<file path="src/rtl/node_switch_pkg.sv">
// Constants for the switch node configuration register bank.
// Assumes one clock domain; register numbers arrive on a plain request port.
// Functional notes
// - Registers reached only by config read/write
// - Identity register: boot pins, revision, version
// - Description register: links, attached, device processors
// - Bit 31 blocks all control register writes
// - Bit 8 blocks PLL register writes
// - Node identifier sixteen bits, reset zero
// - PLL register write resets the tile
// - PLL bit 31 suppresses the reset
// - PLL bit 30 skips waiting for relock
// - PLL bit 29 bypasses the PLL
// - PLL bit 28 forces boot over JTAG
// - PLL output, feedback, input divider fields
// - Switch clock ratio sixteen bits, reset zero
// - Reference clock ratio sixteen bits, reset three
// - User code: OTP code plus metal ID
// - Low mismatches route by low direction table
// - High mismatches route by high direction table
// - Config bit 1 lets debug line request
// - Config bit 0 lets tile drive line
// - Debug source records pin, tile1, tile0
package node_switch_pkg;
	localparam logic [7:0] REG_IDENT = 8'h00;
	localparam logic [7:0] REG_COUNTS = 8'h01;
	localparam logic [7:0] REG_PROTECT = 8'h04;
	localparam logic [7:0] REG_NODE_ID = 8'h05;
	localparam logic [7:0] REG_PLL = 8'h06;
	localparam logic [7:0] REG_SW_CLK = 8'h07;
	localparam logic [7:0] REG_REF_CLK = 8'h08;
	localparam logic [7:0] REG_JTAG_ID = 8'h09;
	localparam logic [7:0] REG_USER_CODE = 8'h0a;
	localparam logic [7:0] REG_DIRS_LOW = 8'h0c;
	localparam logic [7:0] REG_DIRS_HIGH = 8'h0d;
	localparam logic [7:0] REG_DBG_CFG0 = 8'h10;
	localparam logic [7:0] REG_DBG_CFG1 = 8'h11;
	localparam logic [7:0] REG_DBG_ORIGIN = 8'h1f;
	// Link register ranges: present in the map, contents not modelled
	localparam logic [7:0] REG_LINK_STATE_FIRST = 8'h20;
	localparam logic [7:0] REG_LINK_STATE_LAST = 8'h28;
	localparam logic [7:0] REG_CORE_LINK_FIRST = 8'h40;
	localparam logic [7:0] REG_CORE_LINK_LAST = 8'h47;
	localparam logic [7:0] REG_LINK_SETUP_FIRST = 8'h80;
	localparam logic [7:0] REG_LINK_SETUP_LAST = 8'h88;
	localparam logic [7:0] REG_FIXED_FWD_FIRST = 8'ha0;
	localparam logic [7:0] REG_FIXED_FWD_LAST = 8'ha7;
	// Field positions
	localparam int PROTECT_ALL_BIT = 31;
	localparam int PROTECT_PLL_BIT = 8;
	localparam int HEADER_MODE_BIT = 0;
	localparam int PLL_NO_RESET_BIT = 31;
	localparam int PLL_NO_RELOCK_BIT = 30;
	localparam int PLL_BYPASS_BIT = 29;
	localparam int PLL_JTAG_BOOT_BIT = 28;
	localparam int DBG_REQ_EN_BIT = 1;
	localparam int DBG_DRIVE_EN_BIT = 0;
	localparam int ORIGIN_PIN_BIT = 4;
	// Writable masks; everything else reads zero
	localparam logic [31:0] PROTECT_MASK = 32'h8000_0101;
	localparam logic [31:0] NODE_ID_MASK = 32'h0000_ffff;
	localparam logic [31:0] PLL_MASK = 32'hf39f_ff7f;
	localparam logic [31:0] RATIO_MASK = 32'h0000_ffff;
	localparam logic [31:0] DBG_CFG_MASK = 32'h0000_0003;
	localparam logic [31:0] ORIGIN_MASK = 32'h0000_0013;
	// Reset values
	localparam logic [31:0] PROTECT_RESET = 32'h0000_0000;
	localparam logic [31:0] NODE_ID_RESET = 32'h0000_0000;
	localparam logic [31:0] PLL_RESET = 32'h0000_0000;
	localparam logic [31:0] SW_CLK_RESET = 32'h0000_0000;
	localparam logic [31:0] REF_CLK_RESET = 32'h0000_0003;
	// Identity and resource figures; values arbitrary
	localparam logic [7:0] SWITCH_REVISION = 8'h01;
	localparam logic [7:0] SWITCH_VERSION = 8'h02;
	localparam logic [7:0] LINK_COUNT = 8'h08;
	localparam logic [7:0] ATTACHED_PROCS = 8'h02;
	localparam logic [7:0] DEVICE_PROCS = 8'h02;
	localparam logic [31:0] JTAG_ID_VALUE = 32'h1234_5001;
	localparam logic [17:0] METAL_ID_VALUE = 18'h0_0a5a;
	// Counter value at which the boot pins are taken, on the third edge after reset release
	localparam logic [1:0] BOOT_CAPTURE_DELAY = 2'h2;
endpackage : node_switch_pkg

</file>
<file path="src/rtl/node_switch_config_regs.sv">
// Switch node configuration registers, PLL control outputs, route lookup
// and shared debug line handling. Requests come from the switch on the
// same clock; boot pins, OTP code and the debug pin are asynchronous.
module node_switch_config_regs (
	input wire logic clock,
	input wire logic reset,
	input wire logic cfg_req,
	input wire logic cfg_write,
	input wire logic [7:0] cfg_reg_num,
	input wire logic [31:0] cfg_wdata,
	output logic cfg_ack,
	output logic [31:0] cfg_rdata,
	output logic cfg_write_refused,
	input wire logic [7:0] boot_select_pins,
	input wire logic [13:0] otp_user_code,
	output logic one_byte_headers,
	output logic [15:0] node_id,
	output logic pll_apply,
	output logic tile_reset_req,
	output logic pll_skip_relock,
	output logic pll_bypass,
	output logic boot_from_jtag,
	output logic [2:0] pll_out_div,
	output logic [12:0] pll_fb_mul,
	output logic [6:0] pll_in_div,
	output logic [15:0] switch_clock_ratio,
	output logic [15:0] reference_clock_ratio,
	input wire logic route_req,
	input wire logic [15:0] route_dest,
	output logic route_valid,
	output logic route_local,
	output logic [3:0] route_dir,
	input wire logic [1:0] tile_in_debug_flag,
	output logic [1:0] tile_debug_req,
	input wire logic debug_line_n_in,
	output logic debug_line_n_out,
	output logic debug_line_n_oe
);
	logic cfg_ack_ff;
	logic [31:0] cfg_rdata_ff;
	logic refused_ff;
	logic [31:0] protect_ff;
	logic [31:0] node_id_ff;
	logic [31:0] pll_ff;
	logic pll_apply_ff;
	logic tile_reset_ff;
	logic [31:0] sw_clk_ff;
	logic [31:0] ref_clk_ff;
	logic [31:0] dirs_low_ff;
	logic [31:0] dirs_high_ff;
	logic [31:0] dbg_cfg0_ff;
	logic [31:0] dbg_cfg1_ff;
	logic [31:0] origin_ff;
	logic [7:0] boot_meta_ff;
	logic [7:0] boot_sync_ff;
	logic [7:0] boot_pins_ff;
	logic [1:0] boot_cnt_ff;
	logic boot_taken_ff;
	logic [13:0] otp_meta_ff;
	logic [13:0] otp_sync_ff;
	logic dbg_meta_ff;
	logic dbg_sync_ff;
	logic line_low_prev_ff;
	logic debug_oe_ff;
	logic [1:0] tile_req_ff;
	logic route_valid_ff;
	logic route_local_ff;
	logic [3:0] route_dir_ff;

	logic wr;
	logic rd;
	logic locked_all;
	logic wr_ok;
	logic pll_wr_ok;
	logic refuse;
	logic [1:0] drive_en;
	logic [1:0] req_en;
	logic [1:0] tile_drivers;
	logic line_low;
	logic debug_event;

	// Index of the highest set bit; a zero input returns index 0, which the caller ignores
	function automatic logic [3:0] top_mismatch(input logic [15:0] diff);
		logic [3:0] idx;
		idx = 4'h0;
		for (int i = 0; i < 16; i++) begin
			if (diff[i]) begin
				idx = 4'(i);
			end
		end
		return idx;
	endfunction : top_mismatch

	function automatic logic [3:0] nibble_of(input logic [31:0] word, input logic [2:0] sel);
		return word[{sel, 2'b00} +: 4];
	endfunction : nibble_of

	assign wr = cfg_req && cfg_write;
	assign rd = cfg_req && !cfg_write;
	assign locked_all = protect_ff[node_switch_pkg::PROTECT_ALL_BIT];
	assign wr_ok = wr && !locked_all;
	assign pll_wr_ok = wr_ok && (cfg_reg_num == node_switch_pkg::REG_PLL)
		&& !protect_ff[node_switch_pkg::PROTECT_PLL_BIT];
	assign refuse = wr && (locked_all || ((cfg_reg_num == node_switch_pkg::REG_PLL)
		&& protect_ff[node_switch_pkg::PROTECT_PLL_BIT]));
	assign drive_en = {dbg_cfg1_ff[node_switch_pkg::DBG_DRIVE_EN_BIT],
		dbg_cfg0_ff[node_switch_pkg::DBG_DRIVE_EN_BIT]};
	assign req_en = {dbg_cfg1_ff[node_switch_pkg::DBG_REQ_EN_BIT],
		dbg_cfg0_ff[node_switch_pkg::DBG_REQ_EN_BIT]};
	assign tile_drivers = tile_in_debug_flag & drive_en;
	assign line_low = !dbg_sync_ff;
	assign debug_event = line_low && !line_low_prev_ff;

	// Request handshake: one answer per request, next cycle
	always_ff @(posedge clock or posedge reset) begin
		if (reset) begin
			cfg_ack_ff <= 1'b0;
			refused_ff <= 1'b0;
		end else begin
			cfg_ack_ff <= cfg_req;
			refused_ff <= refuse;
		end
	end

	// Writable control registers; a locked write leaves them unchanged
	always_ff @(posedge clock or posedge reset) begin
		if (reset) begin
			protect_ff <= node_switch_pkg::PROTECT_RESET;
			node_id_ff <= node_switch_pkg::NODE_ID_RESET;
			sw_clk_ff <= node_switch_pkg::SW_CLK_RESET;
			ref_clk_ff <= node_switch_pkg::REF_CLK_RESET;
			dirs_low_ff <= 32'h0000_0000;
			dirs_high_ff <= 32'h0000_0000;
			dbg_cfg0_ff <= 32'h0000_0000;
			dbg_cfg1_ff <= 32'h0000_0000;
		end else if (wr_ok) begin
			if (cfg_reg_num == node_switch_pkg::REG_PROTECT) begin
				protect_ff <= cfg_wdata & node_switch_pkg::PROTECT_MASK;
			end else if (cfg_reg_num == node_switch_pkg::REG_NODE_ID) begin
				node_id_ff <= cfg_wdata & node_switch_pkg::NODE_ID_MASK;
			end else if (cfg_reg_num == node_switch_pkg::REG_SW_CLK) begin
				sw_clk_ff <= cfg_wdata & node_switch_pkg::RATIO_MASK;
			end else if (cfg_reg_num == node_switch_pkg::REG_REF_CLK) begin
				ref_clk_ff <= cfg_wdata & node_switch_pkg::RATIO_MASK;
			end else if (cfg_reg_num == node_switch_pkg::REG_DIRS_LOW) begin
				dirs_low_ff <= cfg_wdata;
			end else if (cfg_reg_num == node_switch_pkg::REG_DIRS_HIGH) begin
				dirs_high_ff <= cfg_wdata;
			end else if (cfg_reg_num == node_switch_pkg::REG_DBG_CFG0) begin
				dbg_cfg0_ff <= cfg_wdata & node_switch_pkg::DBG_CFG_MASK;
			end else if (cfg_reg_num == node_switch_pkg::REG_DBG_CFG1) begin
				dbg_cfg1_ff <= cfg_wdata & node_switch_pkg::DBG_CFG_MASK;
			end
		end
	end

	// PLL setting; every accepted write applies it and, unless bit 31 is set, resets the tile
	always_ff @(posedge clock or posedge reset) begin
		if (reset) begin
			pll_ff <= node_switch_pkg::PLL_RESET;
			pll_apply_ff <= 1'b0;
			tile_reset_ff <= 1'b0;
		end else begin
			pll_apply_ff <= pll_wr_ok;
			tile_reset_ff <= pll_wr_ok && !cfg_wdata[node_switch_pkg::PLL_NO_RESET_BIT];
			if (pll_wr_ok) begin
				pll_ff <= cfg_wdata & node_switch_pkg::PLL_MASK;
			end
		end
	end

	// Boot pins: synchronised, then taken once shortly after reset release
	always_ff @(posedge clock or posedge reset) begin
		if (reset) begin
			boot_meta_ff <= 8'h00;
			boot_sync_ff <= 8'h00;
			boot_pins_ff <= 8'h00;
			boot_cnt_ff <= 2'h0;
			boot_taken_ff <= 1'b0;
		end else begin
			boot_meta_ff <= boot_select_pins;
			boot_sync_ff <= boot_meta_ff;
			if (!boot_taken_ff) begin
				if (boot_cnt_ff == node_switch_pkg::BOOT_CAPTURE_DELAY) begin
					boot_pins_ff <= boot_sync_ff;
					boot_taken_ff <= 1'b1;
				end else begin
					boot_cnt_ff <= boot_cnt_ff + 2'h1;
				end
			end
		end
	end

	// OTP code is static after power-up but still crosses into this domain
	always_ff @(posedge clock or posedge reset) begin
		if (reset) begin
			otp_meta_ff <= 14'h0000;
			otp_sync_ff <= 14'h0000;
		end else begin
			otp_meta_ff <= otp_user_code;
			otp_sync_ff <= otp_meta_ff;
		end
	end

	// Read path; unmapped and link registers answer zero
	always_ff @(posedge clock or posedge reset) begin
		if (reset) begin
			cfg_rdata_ff <= 32'h0000_0000;
		end else if (rd) begin
			if (cfg_reg_num == node_switch_pkg::REG_IDENT) begin
				cfg_rdata_ff <= {8'h00, boot_pins_ff, node_switch_pkg::SWITCH_REVISION,
					node_switch_pkg::SWITCH_VERSION};
			end else if (cfg_reg_num == node_switch_pkg::REG_COUNTS) begin
				cfg_rdata_ff <= {8'h00, node_switch_pkg::LINK_COUNT,
					node_switch_pkg::ATTACHED_PROCS, node_switch_pkg::DEVICE_PROCS};
			end else if (cfg_reg_num == node_switch_pkg::REG_PROTECT) begin
				cfg_rdata_ff <= protect_ff;
			end else if (cfg_reg_num == node_switch_pkg::REG_NODE_ID) begin
				cfg_rdata_ff <= node_id_ff;
			end else if (cfg_reg_num == node_switch_pkg::REG_PLL) begin
				cfg_rdata_ff <= pll_ff;
			end else if (cfg_reg_num == node_switch_pkg::REG_SW_CLK) begin
				cfg_rdata_ff <= sw_clk_ff;
			end else if (cfg_reg_num == node_switch_pkg::REG_REF_CLK) begin
				cfg_rdata_ff <= ref_clk_ff;
			end else if (cfg_reg_num == node_switch_pkg::REG_JTAG_ID) begin
				cfg_rdata_ff <= node_switch_pkg::JTAG_ID_VALUE;
			end else if (cfg_reg_num == node_switch_pkg::REG_USER_CODE) begin
				cfg_rdata_ff <= {otp_sync_ff, node_switch_pkg::METAL_ID_VALUE};
			end else if (cfg_reg_num == node_switch_pkg::REG_DIRS_LOW) begin
				cfg_rdata_ff <= dirs_low_ff;
			end else if (cfg_reg_num == node_switch_pkg::REG_DIRS_HIGH) begin
				cfg_rdata_ff <= dirs_high_ff;
			end else if (cfg_reg_num == node_switch_pkg::REG_DBG_CFG0) begin
				cfg_rdata_ff <= dbg_cfg0_ff;
			end else if (cfg_reg_num == node_switch_pkg::REG_DBG_CFG1) begin
				cfg_rdata_ff <= dbg_cfg1_ff;
			end else if (cfg_reg_num == node_switch_pkg::REG_DBG_ORIGIN) begin
				cfg_rdata_ff <= origin_ff;
			end else begin
				cfg_rdata_ff <= 32'h0000_0000;
			end
		end
	end

	// Route lookup: one answer the cycle after each request
	always_ff @(posedge clock or posedge reset) begin
		if (reset) begin
			route_valid_ff <= 1'b0;
			route_local_ff <= 1'b0;
			route_dir_ff <= 4'h0;
		end else begin
			route_valid_ff <= route_req;
			if (route_req) begin
				logic [15:0] diff;
				logic [3:0] idx;
				diff = route_dest ^ node_id_ff[15:0];
				idx = top_mismatch(diff);
				route_local_ff <= (diff == 16'h0000);
				if (diff == 16'h0000) begin
					route_dir_ff <= 4'h0;
				end else if (idx[3]) begin
					route_dir_ff <= nibble_of(dirs_high_ff, idx[2:0]);
				end else begin
					route_dir_ff <= nibble_of(dirs_low_ff, idx[2:0]);
				end
			end
		end
	end

	// Shared debug line: pin synchroniser and our own open-drain drive
	always_ff @(posedge clock or posedge reset) begin
		if (reset) begin
			dbg_meta_ff <= 1'b1;
			dbg_sync_ff <= 1'b1;
			line_low_prev_ff <= 1'b0;
			debug_oe_ff <= 1'b0;
			tile_req_ff <= 2'b00;
		end else begin
			dbg_meta_ff <= debug_line_n_in;
			dbg_sync_ff <= dbg_meta_ff;
			line_low_prev_ff <= line_low;
			debug_oe_ff <= |tile_drivers;
			tile_req_ff <= debug_event ? req_en : 2'b00;
		end
	end

	// Origin of the last event; a new event beats a software write
	always_ff @(posedge clock or posedge reset) begin
		if (reset) begin
			origin_ff <= 32'h0000_0000;
		end else if (debug_event) begin
			origin_ff <= {27'h0000000, line_low && !debug_oe_ff, 2'b00,
				tile_in_debug_flag & drive_en};
		end else if (wr_ok && cfg_reg_num == node_switch_pkg::REG_DBG_ORIGIN) begin
			origin_ff <= cfg_wdata & node_switch_pkg::ORIGIN_MASK;
		end
	end

	assign cfg_ack = cfg_ack_ff;
	assign cfg_rdata = cfg_rdata_ff;
	assign cfg_write_refused = refused_ff;
	assign one_byte_headers = protect_ff[node_switch_pkg::HEADER_MODE_BIT];
	assign node_id = node_id_ff[15:0];
	assign pll_apply = pll_apply_ff;
	assign tile_reset_req = tile_reset_ff;
	assign pll_skip_relock = pll_ff[node_switch_pkg::PLL_NO_RELOCK_BIT];
	assign pll_bypass = pll_ff[node_switch_pkg::PLL_BYPASS_BIT];
	assign boot_from_jtag = pll_ff[node_switch_pkg::PLL_JTAG_BOOT_BIT];
	assign pll_out_div = pll_ff[25:23];
	assign pll_fb_mul = pll_ff[20:8];
	assign pll_in_div = pll_ff[6:0];
	assign switch_clock_ratio = sw_clk_ff[15:0];
	assign reference_clock_ratio = ref_clk_ff[15:0];
	assign route_valid = route_valid_ff;
	assign route_local = route_local_ff;
	assign route_dir = route_dir_ff;
	assign tile_debug_req = tile_req_ff;
	// Open drain: only ever pulls low
	assign debug_line_n_out = 1'b0;
	assign debug_line_n_oe = debug_oe_ff;
endmodule : node_switch_config_regs

</file>
<file path="config.mk">
export PLATFORM = sky130hd
export DESIGN_NAME = node_switch_config_regs
export DESIGN_NICKNAME = d
export VERILOG_FILES = /design/src/rtl/node_switch_pkg.sv /design/src/rtl/node_switch_config_regs.sv
export SDC_FILE = /design/constraint.sdc
export NUM_CORES = 1
export LEC_CHECK = 0
export ABC_AREA = 1
export BUFFER_PORTS_ARGS = -buffer_cell sky130_fd_sc_hd__buf_2
export CORE_AREA = 2 2 161 163
export CTS_CLUSTER_SIZE = 10
export DETAILED_ROUTE_END_ITERATION = 7
export DIE_AREA = 0 0 163 165
export PLACE_DENSITY = 0.73
export REMOVE_ABC_BUFFERS = 1
export SLEW_MARGIN = 20
export SYNTH_ARGS = -nofsm -noshare
export SYNTH_HDL_FRONTEND = slang
export SYNTH_SLANG_ARGS = --single-unit
</file>
<file path="constraint.sdc">
create_clock -name clock -period 16 [get_ports clock]
set_input_delay 4 -clock clock [delete_from_list [all_inputs] [get_ports clock]]
set_output_delay 4 -clock clock [all_outputs]
set_load 0.02 [all_outputs]
</file>
==> out/results.txt <==
R2R depth -> 5
Final period util -> 40.8%
Most frequent cells in the layout -> 338 x nand2_1, 248 x dfrtp_1, 205 x buf_2
Pin count of the biggest net entering global routing -> 106
CP max stage cell -> nand3b_1
R2R Path Start -> protect_ff[31]
Ys flop type -> dfrtp_1
CP cell instances -> buf_2 > nor2_2 > nand3_2 > nor2_1 > inv_2 > nor2_4 > nand3b_1 > buf_4 > o21ai_0
Power Density -> 101 nW/um^2
HP Class -> reg -> reg
Starting Density -> 44.7%
Fillers -> 2,336
Max FO, Critical Path -> 32
Count of cell types in the netlist -> 50
Postcts setup bufs -> 0
CTS tree -> built
Post-Synthesis Cell Area -> 11,200 um^2
Tmin final -> 6.53 ns
DR pass1 iterations -> 5
Ports -> 207
Core area -> 25,000 um^2
Clock Skew -> 0.0248 ns
Clock-pin slew on the worst setup and hold paths -> 0.06 ns
First-pass GRT wire length -> 51,000 um
Synth Register Bits -> 252
Vias in the first global route -> 9,193
CP Class -> in -> reg
Total CTS buffers -> 29
Routed WL per cell -> 18.9 um
Status -> finished clean
DRT antenna net count -> 0
HPWL after DPL -> 22,700 um
Max incr delay on CP -> 0.79 ns
Root buf cell -> clkbuf_16
GR Overflow Total -> 0
Leakage -> 6.78 nW
Die ar. -> 26,900 um^2
Max_cap viols -> 0
Hold Path End -> boot_sync_ff[6]
Antenna violations before repair -> 0
H-tree depth -> 1
CP bufs+invs -> 3
Final setup viols -> 0
Top cell family by delay on the critical path -> simple AND/OR/NAND/NOR gates
Unrepaired setup endpoints after global routing -> false
Post-cts repair resize count -> 0
Num rows -> 58
Critical Path Start Type -> input port
DRT iter0 DRCs -> 801
Total track usage -> 24.5%
Number of nets at the end of the flow -> 1,506
Share of layout cells above drive strength 1 -> 20.3%
CP Data Arrival Time -> 6.97 ns
DRC -> 0
Via count -> 9,548
Setup TNS -> 0 ns
Clock buffer depth -> 3
Hold path cells -> 0
R2r endpoint -> ref_clk_ff[14]
Buffers on Ports -> 205
Yosys warning count -> 0
Fmax achieved -> 0.153 GHz
Least-Margin Pin Slew -> 1.09 ns
Total power -> 1.32 mW
R2r setup slk -> 13.08 ns
VDD IR max -> 79.7 uV
Slew Limit Fails -> 0
Final GP Congestion -> 0.862
Mapped Cells -> 1,249
Post-synth EDFFs -> 0
Die Ht -> 165 um
Area grow syn2layout -> 17.3%
Mapped Avg Cell Area -> 8.96 um^2
Post-synth ARST share -> 100%
Hold_buf cts -> 0
Clk_lat worst skew -> 0.56 ns
Commonest non-fill, non-tap cell in the layout -> nand2_1
Via density -> 5.42
Die width -> 163 um
Slew margin rel. -> 27.3%
Sequential share of the synthesized area -> 56.4%
Reg area -> 6310 um^2
Hold_sp -> boot_meta_ff[6]
CP Capture Type -> register
Total wire length -> 33,200 um
Hold Vio Cnt, Final -> 0
Req. time, crit path -> 16.44 ns
Area occupied by multi-input gates -> 4060 um^2
CTS Sinks -> 252
## cell families (layout without fill, tap and decap cells)
| family | after synthesis | after routing | share of synthesized area [%] |
|---|---|---|---|
| AOI/OAI and AO/OA | 284 | 284 | 14.4 |
| buffers and inverters | 190 | 371 | 7.68 |
| muxes | 17 | 17 | 1.61 |
| xor gates and xnor gates | 15 | 15 | 1.34 |
| adders and majority gates | 1 | 1 | 0.112 |
| other | 1 | 2 | 0.0335 |
| and+or+nand+nor | 489 | 489 | 18.4 |
| DFF | 252 | 252 | 56.4 |
## power by group
group / leakage, nW / switching [mW] / internal (mW) / total, mW
Sequential: 3.34 / 0.00560 / 0.650 / 0.655
Clock: 0.393 / 0.251 / 0.338 / 0.588
Combinational: 3.05 / 0.0538 / 0.0218 / 0.0755
## metal layers
metal | up-vias | wire length [um] | part of all wire [%] | track usage [%]
met5 | - | 0 | 0 | 0
met4 | 0 | 1080 | 3.2 | 8.29
met3 | 74 | 2740 | 8.2 | 5.02
met2 | 405 | 15500 | 47 | 39.4
met1 | 4622 | 14000 | 42 | 33.2
li1 | 4447 | - | - | -
## area by class of cell
| cell class | count | area share [%] |
|---|---|---|
| flip-flops and latches | 252 | 48.1 |
| multi-input cells | 807 | 30.9 |
| inverters | 117 | 3.40 |
| diodes | 1 | 0.0191 |
| well taps | 330 | 3.15 |
| repair buffers | 212 | 8.25 |
| clock inverters | 1 | 0.153 |
| clock buffers | 41 | 6.03 |
## Yosys cell counts, types with 2 or more instances
cell | number | area, um^2
o211ai_1 | 5 | 37.5
o311ai_0 | 2 | 17.5
nor3_2 | 2 | 20.0
a21oi_1 | 22 | 110
nor4_1 | 2 | 12.5
a221oi_1 | 19 | 166
xnor2_1 | 12 | 105
a211oi_1 | 2 | 15.0
o21ai_1 | 19 | 95.1
xor2_1 | 2 | 17.5
a21o_1 | 2 | 15.0
clkbuf_1 | 31 | 116
mux2i_1 | 9 | 90.1
or2_0 | 3 | 18.8
o22ai_1 | 3 | 18.8
buf_6 | 5 | 56.3
or2_2 | 5 | 31.3
inv_2 | 9 | 33.8
nor2_1 | 43 | 161
o21bai_1 | 2 | 15.0
dfrtp_1 | 248 | 6210
nand2_2 | 2 | 12.5
nor3_1 | 7 | 35.0
dfstp_2 | 4 | 105
buf_2 | 12 | 60.1
nand3_1 | 64 | 320
nand3_2 | 2 | 20.0
o221ai_1 | 4 | 35.0
a22oi_1 | 2 | 15.0
a31oi_1 | 4 | 25.0
buf_4 | 25 | 188
o2111ai_1 | 13 | 114
inv_1 | 107 | 402
nand2_1 | 340 | 1280
mux2_2 | 8 | 90.1
nand2_4 | 2 | 22.5
o21ai_0 | 182 | 911
nand4_1 | 8 | 50.1
nor2_2 | 5 | 31.3
## state kept, by name, summed over array words and instances, names as in the netlist, 2 cells and up
signal and flops:
boot_pins_ff 8, node_id_ff 16, dirs_high_ff 32, boot_sync_ff 8
ref_clk_ff 16, dbg_cfg1_ff 2, protect_ff 3, tile_debug_req 2
dirs_low_ff 32, pll_ff 27, cfg_rdata 32, boot_cnt_ff 2
route_dir 4, origin_ff 3, otp_sync_ff 14, sw_clk_ff 16
dbg_cfg0_ff 2, otp_meta_ff 14, boot_meta_ff 8
## through the flow
| step | utilization [%] | instances | setup WS (ns) | hold WS (ns) | cell area, um^2 |
|---|---|---|---|---|---|
| finish | 52.4 | 1761 | 9.47 | 0.345 | 13100 |
| global route | 52.4 | 1760 | 9.33 | 0.351 | 13100 |
| CTS | 52.3 | 1760 | 9.32 | 0.348 | 13100 |
| detailed placement | 49.1 | 1718 | 8.84 | 0.336 | 12300 |
| global placement | 49.0 | 1718 | 8.90 | 0.335 | 12300 |
| floorplan | - | 1176 | 5.08 | 0.331 | 10800 |
## worst max path at each step
| stage | slack [ns] | cells past startpoint | to | start |
|---|---|---|---|---|
| 2_1_floorplan | 5.08 | 1 | boot_cnt_ff[0] | reset |
| 3_3_place_gp | 8.90 | 8 | dirs_high_ff[21] | cfg_reg_num[7] |
| 3_5_place_dp | 8.84 | 8 | dirs_high_ff[30] | cfg_reg_num[7] |
| 4_1_cts | 9.32 | 8 | dirs_high_ff[3] | cfg_reg_num[7] |
| 5_1_grt | 9.33 | 10 | pll_ff[5] | cfg_reg_num[7] |
| 6_report | 9.47 | 9 | pll_ff[2] | cfg_reg_num[7] |
(Power assumes the default switching activity.)
